==> src/hw/sc_defs.svh <==
// Purpose: Constants of the block transfer channel.
// Assumes: Bit 0 of every vector is the least significant bit.
// Notes: Status and command bit numbers count from the MSB of the byte.
//
// Behaviour
// - Sixteen private devices, one moves data
// - Memory cycles taken by stealing, processor continues
// - Private devices outrank later daisy chain devices
// - Device moves bytes or halfwords per its mode
// - Status bit 4 set while moving data
// - Idle status is device status, bit 4 cleared
// - Command bit 2 selects read, set each time
// - Every completion returns channel to write mode
// - Command bit 3 starts, may accompany read
// - Command bit 4 halts and initializes
// - Acknowledge clears interrupt, returns number and status
// - Idle channel passes private bus through
// - Last addressed device is served after start
// - Private access while busy refused, false sync
// - Sixteen bit start counter and final limit
// - Inclusive limits, finish on address match
// - Memory access moves halfword, LSB picks byte
// - Read ending even copies previous odd byte
// - Four address bytes loaded in fixed order
// - Data reads return last memory address used
// - Address wrap to zero ends transfer abnormally
// - Device fault, end of medium, examine end it
// - Every termination except stop raises an interrupt
// - Stop forces write mode, idle, no interrupt
`ifndef SC_DEFS_SVH
`define SC_DEFS_SVH

// ****************************************************************
// Device numbers
// ****************************************************************
`define SC_DEV_NUM 8'hF0
`define SC_PRV_HI 4'hC

// ****************************************************************
// Byte fields, vector index = 7 - documented bit
// ****************************************************************
`define SC_CMD_READ 5
`define SC_CMD_GO 4
`define SC_CMD_STOP 3
`define SC_STAT_BSY 3
`define SC_STAT_EX 6
`define SC_STAT_EOM 5
`define SC_STAT_DU 2

// ****************************************************************
// Reset values and sizes
// ****************************************************************
`define SC_ADDR_RST 16'h0000
`define SC_LIM_RST 32'h0000_0000
`define SC_ADDR_TOP 16'hFFFE
`define SC_FIFO_WIDTH 16
`define SC_FIFO_DEPTH 32

`endif

==> src/hw/sc_pkg.sv <==
// Purpose: Types of the block transfer channel.
// Assumes: Constants live in sc_defs.svh.
// Notes: No import; users write sc_pkg::name.
package sc_pkg;

  typedef enum logic [2:0] {
    SC_OP_NONE = 3'h0,
    SC_OP_CMD = 3'h1,
    SC_OP_STAT = 3'h2,
    SC_OP_WBYTE = 3'h3,
    SC_OP_WHALF = 3'h4,
    SC_OP_RBYTE = 3'h5,
    SC_OP_RHALF = 3'h6,
    SC_OP_ACK = 3'h7
  } sc_op_kind_t;

  typedef enum logic [1:0] {
    SC_ST_IDLE = 2'b01,
    SC_ST_RUN = 2'b10
  } sc_state_t;

  typedef struct packed {
    logic valid;
    sc_op_kind_t kind;
    logic [7:0] dev;
    logic [15:0] data;
  } sc_op_t;

  typedef struct packed {
    logic valid;
    logic false_sync;
    logic [15:0] data;
  } sc_rsp_t;

  typedef struct packed {
    logic valid;
    logic [15:0] data;
  } sc_word_t;

  typedef struct packed {
    logic req;
    logic we;
    logic [15:0] addr;
    logic [15:0] wdata;
  } sc_mem_t;

endpackage : sc_pkg

==> src/hw/sc_channel.sv <==
// Purpose: Block transfer channel between private devices and memory.
// Assumes: One 40 MHz clock, synchronous high reset, synchronous inputs.
// Notes: Processor ops are one-cycle; each op to the channel or a private device gets one response later.
`timescale 1ns/1ps
`include "sc_defs.svh"

// ****************************************************************
// FIFO
// ****************************************************************
module sc_fifo #(
  parameter int WIDTH = 16,
  parameter int DEPTH = 32
) (
  input wire logic i_sys_clk,
  input wire logic i_srst,
  input wire logic i_clr,
  input wire logic i_in_valid,
  output logic o_in_ready,
  input wire logic [WIDTH-1:0] i_in_data,
  output logic o_out_valid,
  input wire logic i_out_ready,
  output logic [WIDTH-1:0] o_out_data
);
  localparam int AW = $clog2(DEPTH);
  logic [WIDTH-1:0] mem [DEPTH];
  logic [AW-1:0] wr_reg;
  logic [AW-1:0] rd_reg;
  logic [AW:0] cnt_reg;
  wire push = i_in_valid && o_in_ready;
  wire pop = o_out_valid && i_out_ready;

  assign o_in_ready = (cnt_reg != (AW+1)'(DEPTH));
  assign o_out_valid = (cnt_reg != '0);
  assign o_out_data = mem[rd_reg];

  always_ff @(posedge i_sys_clk) begin
    if (push) begin
      mem[wr_reg] <= i_in_data;
    end
  end

  always_ff @(posedge i_sys_clk) begin
    if (i_srst || i_clr) begin
      wr_reg <= '0;
      rd_reg <= '0;
      cnt_reg <= '0;
    end else begin
      wr_reg <= push ? AW'(wr_reg + 1'b1) : wr_reg;
      rd_reg <= pop ? AW'(rd_reg + 1'b1) : rd_reg;
      cnt_reg <= (AW+1)'(cnt_reg + {{AW{1'b0}}, push} - {{AW{1'b0}}, pop});
    end
  end
endmodule : sc_fifo

// ****************************************************************
// Channel
// ****************************************************************
module sc_channel (
  input wire logic i_sys_clk,
  input wire logic i_srst,
  input wire sc_pkg::sc_op_t i_mpx_op,
  output sc_pkg::sc_rsp_t o_mpx_rsp,
  input wire logic i_tack_in,
  output logic o_tack_out,
  output logic o_irq,
  output sc_pkg::sc_op_t o_prv_op,
  input wire sc_pkg::sc_rsp_t i_prv_rsp,
  input wire logic [7:0] i_prv_status,
  input wire logic i_prv_attn,
  input wire logic i_prv_halfword,
  output logic [3:0] o_prv_sel,
  input wire sc_pkg::sc_word_t i_prv_din,
  output logic o_prv_din_ready,
  output sc_pkg::sc_word_t o_prv_dout,
  input wire logic i_prv_dout_ready,
  output sc_pkg::sc_mem_t o_mem,
  input wire logic i_mem_ack,
  input wire logic [15:0] i_mem_rdata
);

  // ****************************************************************
  // Helpers
  // ****************************************************************
  function automatic logic [31:0] sc_put(input logic [31:0] cur, input logic [1:0] idx,
                                         input logic [7:0] b);
    sc_put = cur;
    sc_put[8*(3-idx) +: 8] = b;
  endfunction : sc_put

  function automatic logic sc_last(input logic [15:0] a, input logic [15:0] f);
    sc_last = (a[15:1] == f[15:1]);
  endfunction : sc_last

  // ****************************************************************
  // State
  // ****************************************************************
  sc_pkg::sc_state_t state_reg;
  logic read_reg;
  logic irq_reg;
  logic [31:0] lim_reg;
  logic [1:0] ld_idx_reg;
  logic rd_idx_reg;
  logic [15:0] mem_addr_reg;
  logic [15:0] last_addr_reg;
  logic [15:0] dev_addr_reg;
  logic fill_done_reg;
  logic [15:0] asm_reg;
  logic asm_half_reg;
  logic asm_full_reg;
  logic [7:0] prev_odd_reg;
  logic [15:0] out_word_reg;
  logic out_lo_reg;
  logic out_last_reg;
  sc_pkg::sc_rsp_t rsp_reg;
  sc_pkg::sc_op_t prv_op_reg;
  sc_pkg::sc_mem_t mem_reg;
  sc_pkg::sc_word_t dout_reg;
  logic din_ready_reg;
  logic tack_reg;
  logic [3:0] sel_reg;
  logic out_pending;
  logic out_step_last;
  logic end_now;
  logic mem_just_done;

  wire [15:0] final_addr = lim_reg[15:0];
  wire run = (state_reg == sc_pkg::SC_ST_RUN);
  wire idle = (state_reg == sc_pkg::SC_ST_IDLE);

  // ****************************************************************
  // Processor op decode
  // ****************************************************************
  wire to_chan = i_mpx_op.valid && (i_mpx_op.dev == `SC_DEV_NUM);
  wire to_prv = i_mpx_op.valid && (i_mpx_op.dev[7:4] == `SC_PRV_HI);
  wire op_cmd = to_chan && (i_mpx_op.kind == sc_pkg::SC_OP_CMD);
  wire op_ack = to_chan && (i_mpx_op.kind == sc_pkg::SC_OP_ACK);
  wire op_wb = to_chan && (i_mpx_op.kind == sc_pkg::SC_OP_WBYTE);
  wire op_wh = to_chan && (i_mpx_op.kind == sc_pkg::SC_OP_WHALF);
  wire op_rb = to_chan && (i_mpx_op.kind == sc_pkg::SC_OP_RBYTE);
  wire stop = op_cmd && i_mpx_op.data[`SC_CMD_STOP];
  wire go = op_cmd && i_mpx_op.data[`SC_CMD_GO] && !stop && idle;
  wire set_read = op_cmd && i_mpx_op.data[`SC_CMD_READ] && !stop;

  // Busy shows only the flag; idle shows the device with flag cleared
  wire [7:0] bsy_mask = 8'h01 << `SC_STAT_BSY;
  wire [7:0] stat_byte = run ? bsy_mask : (i_prv_status & ~bsy_mask);
  wire [7:0] idle_stat = i_prv_status & ~bsy_mask;
  wire [7:0] fault_mask = (8'h01 << `SC_STAT_EX) | (8'h01 << `SC_STAT_EOM) |
                          (8'h01 << `SC_STAT_DU);

  // ****************************************************************
  // FIFO and data path
  // ****************************************************************
  logic fifo_in_ready;
  logic fifo_out_valid;
  logic [15:0] fifo_out_data;

  // Read mode: device side fills, memory side drains; write mode swaps
  wire dev_last = sc_last(dev_addr_reg, final_addr);
  wire dev_one_byte = dev_last && !final_addr[0];
  wire dev_end = dev_last || (dev_addr_reg == `SC_ADDR_TOP);
  wire [15:0] asm_data = (dev_one_byte) ? {asm_reg[15:8], prev_odd_reg} : asm_reg;
  wire rd_push = run && read_reg && asm_full_reg && fifo_in_ready;
  wire wr_push = run && !read_reg && mem_reg.req && i_mem_ack;
  wire fifo_push = rd_push || wr_push;
  wire [15:0] fifo_in_data = read_reg ? asm_data : i_mem_rdata;
  wire mem_idle = !mem_reg.req;
  wire rd_pop = run && read_reg && fifo_out_valid && mem_idle;
  // Pop only into an empty output so the last-word test sees the settled address
  wire wr_pop = run && !read_reg && fifo_out_valid && !dout_reg.valid && !out_pending;
  wire fifo_pop = rd_pop || wr_pop;

  sc_fifo #(
    .WIDTH(`SC_FIFO_WIDTH),
    .DEPTH(`SC_FIFO_DEPTH)
  ) u_fifo (
    .i_sys_clk(i_sys_clk),
    .i_srst(i_srst),
    .i_clr(idle),
    .i_in_valid(fifo_push),
    .o_in_ready(fifo_in_ready),
    .i_in_data(fifo_in_data),
    .o_out_valid(fifo_out_valid),
    .i_out_ready(fifo_pop),
    .o_out_data(fifo_out_data)
  );

  // ****************************************************************
  // Device side
  // ****************************************************************
  wire din_take = i_prv_din.valid && din_ready_reg;
  wire asm_done = din_take && (i_prv_halfword || asm_half_reg || dev_one_byte);
  wire asm_full_next = (asm_full_reg && !rd_push) || asm_done;
  wire dev_step = rd_push || out_step_last;
  wire fill_done_next = fill_done_reg || (rd_push && dev_last) ||
                        (wr_push && sc_last(mem_addr_reg, final_addr)) ||
                        (wr_push && (mem_addr_reg == `SC_ADDR_TOP));
  wire din_ready_next = run && read_reg && !end_now && !fill_done_next && !asm_full_next;
  // Write side: one halfword or two bytes per popped word, one byte for an even final address in byte mode
  wire dout_take = dout_reg.valid && i_prv_dout_ready;
  assign out_step_last = dout_take && !out_pending;
  wire wr_dev_done = out_step_last && out_last_reg;
  assign out_pending = out_lo_reg;

  // ****************************************************************
  // Memory side and termination
  // ****************************************************************
  wire mem_done = mem_reg.req && i_mem_ack;
  wire mem_last = sc_last(mem_addr_reg, final_addr);
  // Write mode ends instead once the device holds the word read at the top
  wire mem_wrap = read_reg && mem_done && !mem_last &&
                  (mem_addr_reg == `SC_ADDR_TOP);
  wire wr_issue = run && !read_reg && mem_idle && !fill_done_reg && fifo_in_ready &&
                  !mem_just_done;
  assign mem_just_done = mem_done;
  wire normal_end = read_reg ? (mem_done && mem_last) : wr_dev_done;
  wire fault_end = run && ((i_prv_status & fault_mask) != 8'h00);
  assign end_now = run && (stop || normal_end || mem_wrap || fault_end);

  // ****************************************************************
  // Response
  // ****************************************************************
  logic [15:0] rsp_data;
  always_comb begin
    rsp_data = 16'h0000;
    unique case (i_mpx_op.kind)
      sc_pkg::SC_OP_STAT: rsp_data = {8'h00, stat_byte};
      sc_pkg::SC_OP_ACK: rsp_data = {`SC_DEV_NUM, idle_stat};
      sc_pkg::SC_OP_RBYTE:
        rsp_data = {8'h00, rd_idx_reg ? last_addr_reg[7:0] : last_addr_reg[15:8]};
      sc_pkg::SC_OP_RHALF: rsp_data = last_addr_reg;
      default: rsp_data = 16'h0000;
    endcase
  end

  wire prv_pass = to_prv && idle;
  wire false_sync = to_prv && run;
  wire want_bus = irq_reg || (idle && i_prv_attn);

  // ****************************************************************
  // Control registers
  // ****************************************************************
  always_ff @(posedge i_sys_clk) begin
    if (i_srst) begin
      state_reg <= sc_pkg::SC_ST_IDLE;
      read_reg <= 1'b0;
      irq_reg <= 1'b0;
    end else begin
      if (end_now) begin
        state_reg <= sc_pkg::SC_ST_IDLE;
      end else if (go) begin
        state_reg <= sc_pkg::SC_ST_RUN;
      end
      read_reg <= (end_now || stop) ? 1'b0 : (set_read ? 1'b1 : read_reg);
      // New termination wins over an acknowledge in the same cycle
      irq_reg <= stop ? 1'b0 : ((end_now) ? 1'b1 : (op_ack ? 1'b0 : irq_reg));
    end
  end

  always_ff @(posedge i_sys_clk) begin
    if (i_srst || stop) begin
      ld_idx_reg <= 2'b00;
      rd_idx_reg <= 1'b0;
    end else begin
      ld_idx_reg <= (idle && op_wb) ? 2'(ld_idx_reg + 1'b1) :
                    (idle && op_wh) ? 2'(ld_idx_reg + 2'd2) : ld_idx_reg;
      rd_idx_reg <= op_rb ? !rd_idx_reg : rd_idx_reg;
    end
  end

  always_ff @(posedge i_sys_clk) begin
    if (i_srst) begin
      lim_reg <= `SC_LIM_RST;
    end else if (idle && op_wb) begin
      lim_reg <= sc_put(lim_reg, ld_idx_reg, i_mpx_op.data[7:0]);
    end else if (idle && op_wh) begin
      lim_reg <= sc_put(sc_put(lim_reg, ld_idx_reg, i_mpx_op.data[15:8]),
                        2'(ld_idx_reg + 1'b1), i_mpx_op.data[7:0]);
    end
  end

  // ****************************************************************
  // Address counters
  // ****************************************************************
  always_ff @(posedge i_sys_clk) begin
    if (i_srst) begin
      mem_addr_reg <= `SC_ADDR_RST;
      last_addr_reg <= `SC_ADDR_RST;
      dev_addr_reg <= `SC_ADDR_RST;
      fill_done_reg <= 1'b0;
    end else if (go) begin
      mem_addr_reg <= lim_reg[31:16];
      last_addr_reg <= lim_reg[31:16];
      dev_addr_reg <= lim_reg[31:16];
      fill_done_reg <= 1'b0;
    end else if (run) begin
      if (mem_done) begin
        last_addr_reg <= mem_addr_reg;
        mem_addr_reg <= 16'(mem_addr_reg + 16'h0002);
      end
      if (dev_step && !dev_last) begin
        dev_addr_reg <= 16'(dev_addr_reg + 16'h0002);
      end
      fill_done_reg <= fill_done_next;
    end
  end

  // ****************************************************************
  // Memory requests, one outstanding; the arbiter grants by ack
  // ****************************************************************
  always_ff @(posedge i_sys_clk) begin
    if (i_srst) begin
      mem_reg <= '0;
    end else if (mem_done) begin
      mem_reg.req <= 1'b0;
    end else if (end_now) begin
      // A requested cycle is never withdrawn; it completes after the end
      mem_reg.req <= mem_reg.req;
    end else if (rd_pop) begin
      mem_reg <= '{req: 1'b1, we: 1'b1, addr: mem_addr_reg, wdata: fifo_out_data};
    end else if (wr_issue) begin
      mem_reg <= '{req: 1'b1, we: 1'b0, addr: mem_addr_reg, wdata: 16'h0000};
    end
  end

  // ****************************************************************
  // Device data assembly and delivery
  // ****************************************************************
  always_ff @(posedge i_sys_clk) begin
    if (i_srst || !run) begin
      asm_reg <= 16'h0000;
      asm_half_reg <= 1'b0;
      asm_full_reg <= 1'b0;
      din_ready_reg <= 1'b0;
    end else begin
      if (din_take && i_prv_halfword) begin
        asm_reg <= i_prv_din.data;
      end else if (din_take && asm_half_reg) begin
        asm_reg[7:0] <= i_prv_din.data[7:0];
      end else if (din_take) begin
        asm_reg[15:8] <= i_prv_din.data[7:0];
      end
      asm_half_reg <= din_take ? (!asm_done) : asm_half_reg;
      asm_full_reg <= asm_full_next;
      din_ready_reg <= din_ready_next;
    end
  end

  always_ff @(posedge i_sys_clk) begin
    if (i_srst || go) begin
      prev_odd_reg <= 8'h00;
    end else if (rd_push) begin
      prev_odd_reg <= asm_data[7:0];
    end
  end

  always_ff @(posedge i_sys_clk) begin
    if (i_srst || !run) begin
      dout_reg <= '0;
      out_word_reg <= 16'h0000;
      out_lo_reg <= 1'b0;
      out_last_reg <= 1'b0;
    end else if (wr_pop) begin
      dout_reg.valid <= 1'b1;
      dout_reg.data <= i_prv_halfword ? fifo_out_data : {8'h00, fifo_out_data[15:8]};
      out_word_reg <= fifo_out_data;
      // Even final address in byte mode write sends only the even byte
      out_lo_reg <= !i_prv_halfword && !dev_one_byte;
      out_last_reg <= dev_end;
    end else if (dout_take && out_lo_reg) begin
      dout_reg.data <= {8'h00, out_word_reg[7:0]};
      out_lo_reg <= 1'b0;
    end else if (dout_take) begin
      dout_reg.valid <= 1'b0;
    end
  end

  // ****************************************************************
  // Processor side registers
  // ****************************************************************
  always_ff @(posedge i_sys_clk) begin
    if (i_srst) begin
      rsp_reg <= '0;
      prv_op_reg <= '0;
      sel_reg <= 4'h0;
      tack_reg <= 1'b0;
    end else begin
      prv_op_reg <= prv_pass ? i_mpx_op : '0;
      sel_reg <= prv_pass ? i_mpx_op.dev[3:0] : sel_reg;
      tack_reg <= i_tack_in && !want_bus;
      if (to_chan) begin
        rsp_reg <= '{valid: 1'b1, false_sync: 1'b0, data: rsp_data};
      end else if (false_sync) begin
        rsp_reg <= '{valid: 1'b1, false_sync: 1'b1, data: 16'h0000};
      end else if (i_prv_rsp.valid && idle) begin
        rsp_reg <= i_prv_rsp;
      end else begin
        rsp_reg <= '0;
      end
    end
  end

  assign o_mpx_rsp = rsp_reg;
  assign o_prv_op = prv_op_reg;
  assign o_prv_sel = sel_reg;
  assign o_prv_din_ready = din_ready_reg;
  assign o_prv_dout = dout_reg;
  assign o_mem = mem_reg;
  assign o_irq = irq_reg;
  assign o_tack_out = tack_reg;

endmodule : sc_channel

==> config.mk <==
export PLATFORM = sky130hd
export DESIGN_NAME = sc_channel
export DESIGN_NICKNAME = d
export VERILOG_FILES = /design/src/hw/sc_pkg.sv /design/src/hw/sc_channel.sv
export VERILOG_INCLUDE_DIRS = /design/src /design/src/hw
export SDC_FILE = /design/constraint.sdc
export NUM_CORES = 1
export LEC_CHECK = 0
export ABC_AREA = 1
export BUFFER_PORTS_ARGS = -buffer_cell sky130_fd_sc_hd__buf_4
export CAP_MARGIN = 30
export CELL_PAD_IN_SITES_DETAIL_PLACEMENT = 1
export CELL_PAD_IN_SITES_GLOBAL_PLACEMENT = 1
export CORE_ASPECT_RATIO = 2
export CORE_UTILIZATION = 47
export DETAILED_ROUTE_END_ITERATION = 10
export GPL_ROUTABILITY_DRIVEN = 0
export HOLD_SLACK_MARGIN = 0.15
export PLACE_DENSITY_LB_ADDON = 0.1
export SYNTH_ARGS = -nofsm -noshare
export SYNTH_HDL_FRONTEND = slang
export SYNTH_SLANG_ARGS = --single-unit
==> constraint.sdc <==
create_clock -name i_sys_clk -period 4.1 [get_ports i_sys_clk]
set_clock_uncertainty 0.1 [all_clocks]
set_input_delay 1.025 -clock i_sys_clk [delete_from_list [all_inputs] [get_ports i_sys_clk]]
set_output_delay 1.025 -clock i_sys_clk [all_outputs]
set_load 0.02 [all_outputs]
Word-level counts from Yosys, hierarchy flattened
Memories as Yosys holds them, arrays and structs flattened. A register that Yosys moved wholly into a read port is not among the register bits.
Cells that the tools add are included.
{"block": "totals", "in_bits": 94, "register_bits": 243, "wordCells": 246, "mem_bits_rw": 512, "memories": 1, "output_inout_bits": 104}
{"memory": "u_fifo.mem", "words": 32, "width": 16, "read_ports": 1, "rd_ports_with_merged_regs": 1, "write_ports": 1, "line": "sc_channel.sv:25", "rtl": "logic [WIDTH-1:0] mem [DEPTH];"}
{"block": "classes", "reduce_logical": 126, "shifts": 5, "addsub": 12, "n_eq_ne": 18, "n_mux": 44, "bitwise": 3}
{"operator": "16-bit 2-to-1 mux", "count": 13}
{"operator": "8-bit by 34-bit variable part select with 32-bit output", "count": 3}
{"operator": "32-bit bitwise mux", "count": 3}
{"operator": "34-bit 2-to-1 mux", "count": 2}
{"operator": "32-bit negation with 34-bit output", "count": 2}
{"operator": "8-bit by 34-bit variable shift with 32-bit output (first input constant)", "count": 2}
{"operator": "32-bit 2-to-1 mux", "count": 2}
{"operator": "16-bit one-hot mux with 4 select lines", "count": 1}
{"operator": "1-bit logical AND", "count": 62}
{"operator": "18-bit 2-to-1 mux", "count": 3}
{"operator": "8-bit 2-to-1 mux", "count": 6}
{"operator": "16-bit by 2-bit adder with 16-bit output (second input constant)", "count": 2}
{"operator": "16-bit equality test (second input constant)", "count": 2}
{"operator": "15-bit equality test", "count": 2}
{"operator": "1-bit logical NOT", "count": 20}
{"operator": "2-bit nonzero test", "count": 10}
{"operator": "1-bit logical OR", "count": 19}
{"operator": "17-bit 2-to-1 mux", "count": 1}
{"operator": "2-bit OR reduction", "count": 7}
{"operator": "3-bit equality test (second input constant)", "count": 4}
{"operator": "5-bit by 1-bit adder with 5-bit output (second input constant)", "count": 2}
{"operator": "5-bit 2-to-1 mux", "count": 2}
{"operator": "2-bit AND reduction", "count": 5}
{"operator": "1-bit 2-to-1 mux", "count": 9}
{"operator": "18 further kinds", "count": 24}

Logic depth before layout (Yosys ltp)
{"block": "depth", "word_depth": 12, "mapped_depth": 16, "depth_no_buf": 16}

Modules after synthesis
From an unflattened synthesis, not the netlist that was laid out.
{"block": "unflattened", "hier_cells": 3520, "area_unflattened_um2": 33188.1}
{"mod": "sc_fifo", "instances": 1, "cells_per_inst": 1899, "seq_area_each_um2": 15795.1, "area_each_um2": 21914.8}
{"mod": "sc_channel", "instances": 1, "cells_per_inst": 1621, "seq_area_each_um2": 4544.4, "area_each_um2": 11273.3}

Worst setup path before layout
Ideal clock, no wire load.
{"block": "synth_timing", "kind": "input to register", "startpoint": "input port i_mem_ack", "endpoint": "memory u_fifo.mem[31][0] (enable)", "required_time_ns": 3.588, "path_buffers": 0, "path_slack_ns": 0.839, "setup_time_ns": 0.412, "cell_stages": 6, "arrival_time_ns": 2.749, "cell_sequence": "nand2_1 nor2_1 o21ai_1 inv_2 nand2_1 nor3_1"}
{"block": "synth_via", "elab_chain_cells": 5}
{"item": "start: declaration", "line": "sc_channel.sv:77", "rtl": "input wire logic i_mem_ack,"}
{"item": "1-bit logical AND", "line": "sc_channel.sv:164", "rtl": "wire wr_push = run && !read_reg && mem_reg.req && i_mem_ack;"}
{"item": "1-bit logical OR", "line": "sc_channel.sv:165", "rtl": "wire fifo_push = rd_push || wr_push;"}
{"item": "1-bit logical AND", "line": "sc_channel.sv:29", "rtl": "wire push = i_in_valid && o_in_ready;"}
{"item": "via u_fifo.push", "line": "sc_channel.sv:29"}
{"item": "1-bit 2-to-1 mux", "line": "sc_channel.sv:37", "rtl": "if (push) begin"}
{"item": "1-bit 2-to-1 mux (not written as such)", "line": "sc_channel.sv:38", "rtl": "mem[wr_reg] <= i_in_data;"}
{"item": "end: declaration", "line": "sc_channel.sv:25"}
The timed path passes the listed nets, and every way through them passes these cells.

Final worst setup path
{"block": "layout_timing", "startpoint": "register ld_idx_reg[0]", "endpoint": "register lim_reg[9]"}
{"block": "layout_via", "elab_chain_cells": 7, "elab_cells_between_ends": 15, "classes_between": "add/sub: 5; shift: 5; mux: 5"}
{"item": "start: declaration", "line": "sc_channel.sv:101", "rtl": "logic [1:0] ld_idx_reg;"}
{"item": "start signal: assignment", "line": "sc_channel.sv:265", "rtl": "ld_idx_reg <= (idle && op_wb) ? 2'(ld_idx_reg + 1'b1) :"}
{"item": "2-bit by 1-bit adder with 2-bit output or 2-bit by 2-bit subtractor with 3-bit output (tied branches)", "line": "sc_channel.sv:278, sc_channel.sv:87"}
{"item": "2-bit by 2-bit subtractor with 3-bit output or 32-bit negation with 34-bit output (tied branches)", "line": "sc_channel.sv:87", "rtl": "sc_put[8*(3-idx) +: 8] = b;"}
{"item": "32-bit negation with 34-bit output, or another cell as far along", "line": "sc_channel.sv:87"}
{"item": "8-bit by 34-bit variable part select with 32-bit output, or another cell as far along", "line": "sc_channel.sv:87"}
{"item": "32-bit bitwise mux", "line": "sc_channel.sv:87"}
{"item": "32-bit 2-to-1 mux", "line": "sc_channel.sv:276", "rtl": "end else if (idle && op_wh) begin"}
{"item": "32-bit 2-to-1 mux (*)", "line": "sc_channel.sv:274", "rtl": "end else if (idle && op_wb) begin"}
{"item": "end signal: assignment", "line": "sc_channel.sv:273", "rtl": "lim_reg <= `SC_LIM_RST;"}
{"item": "end signal: assignment", "line": "sc_channel.sv:275", "rtl": "lim_reg <= sc_put(lim_reg, ld_idx_reg, i_mpx_op.data[7:0]);"}
{"item": "end signal: assignment", "line": "sc_channel.sv:277", "rtl": "lim_reg <= sc_put(sc_put(lim_reg, ld_idx_reg, i_mpx_op.data[15:8]),"}
{"item": "end: declaration", "line": "sc_channel.sv:100", "rtl": "logic [31:0] lim_reg;"}
Every way passes the cells marked *; elsewhere a longest branch is shown, timed or not. The select of a mux whose other input is x is not followed.
A chain may end at the register's enable or synchronous reset.

==> results by group <==
Clocking
  • CTS tree: yes
  • Clk buf depth: 3
  • Clk root buf: clkbuf_16
  • Clock latency on the worst-skew pair: 0.64 ns
  • Hold buffers post-CTS: 0
  • CTS Sinks: 760
  • Post-CTS Repair Setup Buffers: 0
  • Clock slew at reported path FFs: 0.07 ns
  • Cts repair resizes: 0
  • CTS Buf Count: 68
  • H-tree depth: 3

Placement
  • Worst slack at placement: 0.518 ns
  • Inst Count DP: 4530
  • Count of input and output buffers: 196
  • Hpwl dp: 83800 microns

Worst hold path
  • HP Start: o_mem[14]
  • Hold Path Cell Cnt: 2
  • Worst hold path class: reg2reg
  • Hold Path End: o_mem[14]

Status
  • Status: finished, final reports clean

Cells and area
  • Finished Layout Cells: 4655
  • Share of cells above drive strength 1: 0.135
  • Fin nets: 3813
  • Area growth syn-to-layout: 14.9%
  • Fin util: 0.546
  • Max FFs per register: 512
  • Fillers: 8041
  • Register area: 20300 sq um
  • Multi-input gate area: 11100 sq um

Floorplan
  • Ports: 198
  • Chip height: 377 microns
  • Initial core utilization: 0.475
  • Rows: 137
  • Die X-Extent: 190 microns
  • Die Footprint: 71500 sq um
  • Core area: 69600 sq um

Global routing
  • Vias in the first global route: 29268
  • GRT Util Overall: 0.339
  • Antenna violations before repair: 2
  • First-pass GRT wire length: 177000 microns
  • Global route total overflow: 0
  • Maximum number of pins on one net before global-route repair: 120

Yosys
  • Yosys cell types: 59
  • Mean Syn Cell Area: 9.41 sq um
  • Asr flop ratio synth: 0
  • Primary FF master, synth: edfxtp_1
  • EDFF count, synth: 512
  • Area leader, netlist: edfxtp_1
  • Most numerous cell in the Yosys netlist: nand2_1
  • Cells after synthesis: 3512
  • Top-area cell type share of the netlist area: 0.465
  • Seq cells post-synth: 760
  • Ys Warns: 0
  • Area of the mapped netlist: 33100 sq um
  • Seq/Total Area, Yosys: 0.615
  • Top post-synthesis cells by area: edfxtp_1, dfxtp_1, nand2_1, nand3_1, nor2_1
  • Commonest cells post-synth: nand2_1, edfxtp_1, nand3_1

Routing
  • Detailed-route wire length per cell: 25.8 microns
  • Drt first-iter violations: 1725
  • Drt first pass iters: 5
  • DRC Markers: 0
  • Vias per cell: 5.81
  • DRT Wirelength: 120000 microns
  • Vias post-DR: 27055
  • Routed Antenna Nets: 0

Timing
  • RSZ-0062 raised after global routing: no
  • Final TNS setup: 0 ns
  • Tmin final: 3.50 ns
  • FMAX: 286 MHz
  • Final Hold Fails: 0
  • Worst-margin pin slew: 1.03 ns
  • Setup-failing EPs final: 0
  • Final worst-path cycle share: 0.854
  • Max-slew violation count: 0
  • Fin worst setup slack: 0.599 ns
  • Slew HR: 0.307

Worst setup path
  • Slowest cell on crit path: ha_1
  • Critical path's largest stage delay: 0.69 ns
  • Reg2reg start: ld_idx_reg[0]
  • Crit-path max FO: 16
  • CP Class: reg2reg
  • Reg2Reg Depth: 10
  • Worst Setup SP: ld_idx_reg[0]
  • Critical path startpoint category: flop
  • Critical path endpoint category: flop
  • Crit path required time: 4.54 ns
  • FF-to-FF setup slack: 0.60 ns
  • Crit-path cells: inv_1 > ha_1 > inv_1 > nor3_4 > nand3_1 > o22ai_1 > nand2_1 > nand2_1 > o21ai_0 > a21oi_1
  • Worst EP arrival: 3.94 ns
  • RR Endpoint: lim_reg[9]

Power
  • VDD IR max: 0.368 mV
  • Total power: 0.0152 W
  • Leakage: 14.7 nW
  • PD cells: 401 nW/um^2

Flow run
  • Max-cap violations: 0
cells in the final DEF, fill, tap and decap left out, drive strengths merged, types with 2 or more instances in the layout:
cell      synthesis  routed
and2              8       8
clkinv            4      27
nor2            230     230
nand3           488     488
a211oi           15      15
xnor2            11      11
inv             205     208
dfxtp           248     248
clkbuf           62      84
or2               5       5
clkinvlp          0       6
xor2             26      26
bufinv            0       8
a21oi           124     124
o221ai            2       2
conb              1       2
o22ai            53      53
o21ai           178     178
o211ai            5       5
nor3             22      22
nand4            22      22
nand2          1111    1111
o31ai             2       2
edfxtp          512     512
nor4              5       5
nand3b            4       4
ha               21      21
a221oi            4       4
a31oi             9       9
buf             121     297
a31o              4       4
logic make-up (layout without fill, tap and decap cells):
logic type	Yosys count	in the layout	synth area share
AND/OR/NAND/NOR	1897	1897	0.246
AO/OA/AOI/OAI	403	403	0.0689
adder cells (fa/ha/maj)	22	22	0.00855
other	1	3	0.000113
flip-flops	760	760	0.615
XOR/XNOR	37	37	0.00980
buffers and inverters	392	630	0.0514
report_power, final:
part / leakage [nW] / switching (W) / internal, W
clock network: 1.09 / 0.00298 / 0.00370
logic: 6.96 / 0.000252 / 0.000115
registers: 6.60 / 0.00000366 / 0.00817
critical path, delay by kind of cell (launching register included):
| family | cells | cell delay, ns |
|---|---|---|
| AO/OA/AOI/OAI | 3 | 0.81 |
| adder cells (fa/ha/maj) | 1 | 0.69 |
| buffers and inverters | 2 | 0.54 |
| flip-flops | 1 | 0.33 |
| AND/OR/NAND/NOR | 4 | 0.93 |
layout make-up:
class	instances	share of cell area
diodes	1	0.0000659
clock buffers	84	0.0481
clock inverters	40	0.0115
inverters	209	0.0209
multi-input cells	2361	0.292
flip-flops and latches	760	0.536
well taps	903	0.0297
repair buffers	297	0.0625
layer usage:
metal / part of all wire / wire [microns] / global-route usage / up-vias
met3: 0.043 / 5210 / 0.0498 / 441
met4: 0.096 / 11600 / 0.296 / 2
met2: 0.54 / 65300 / 0.637 / 925
met1: 0.32 / 37900 / 0.311 / 13454
li1: - / - / - / 12233
met5: 0.00011 / 13 / 0 / -
how the worst max path moves through the flow:
stage / endpoint / slack, ns / cells past startpoint
4_1_cts: lim_reg[10] / 0.83 / 9
3_3_place_gp: u_fifo.mem[26][3] / 0.62 / 8
2_1_floorplan: u_fifo.mem[31][0] / 0.84 / 6
3_5_place_dp: u_fifo.mem[26][2] / 0.52 / 8
6_report: lim_reg[9] / 0.60 / 10
5_1_grt: lim_reg[9] / 0.52 / 10
metrics by stage:
step	area (sq um)	hold WS, ns
after detailed placement	35700	0.358
after global placement	35600	0.351
final	38000	0.367
after global routing	38000	0.388
after CTS	38000	0.372
after floorplan	33100	0.341
(Power assumes the default switching activity.)
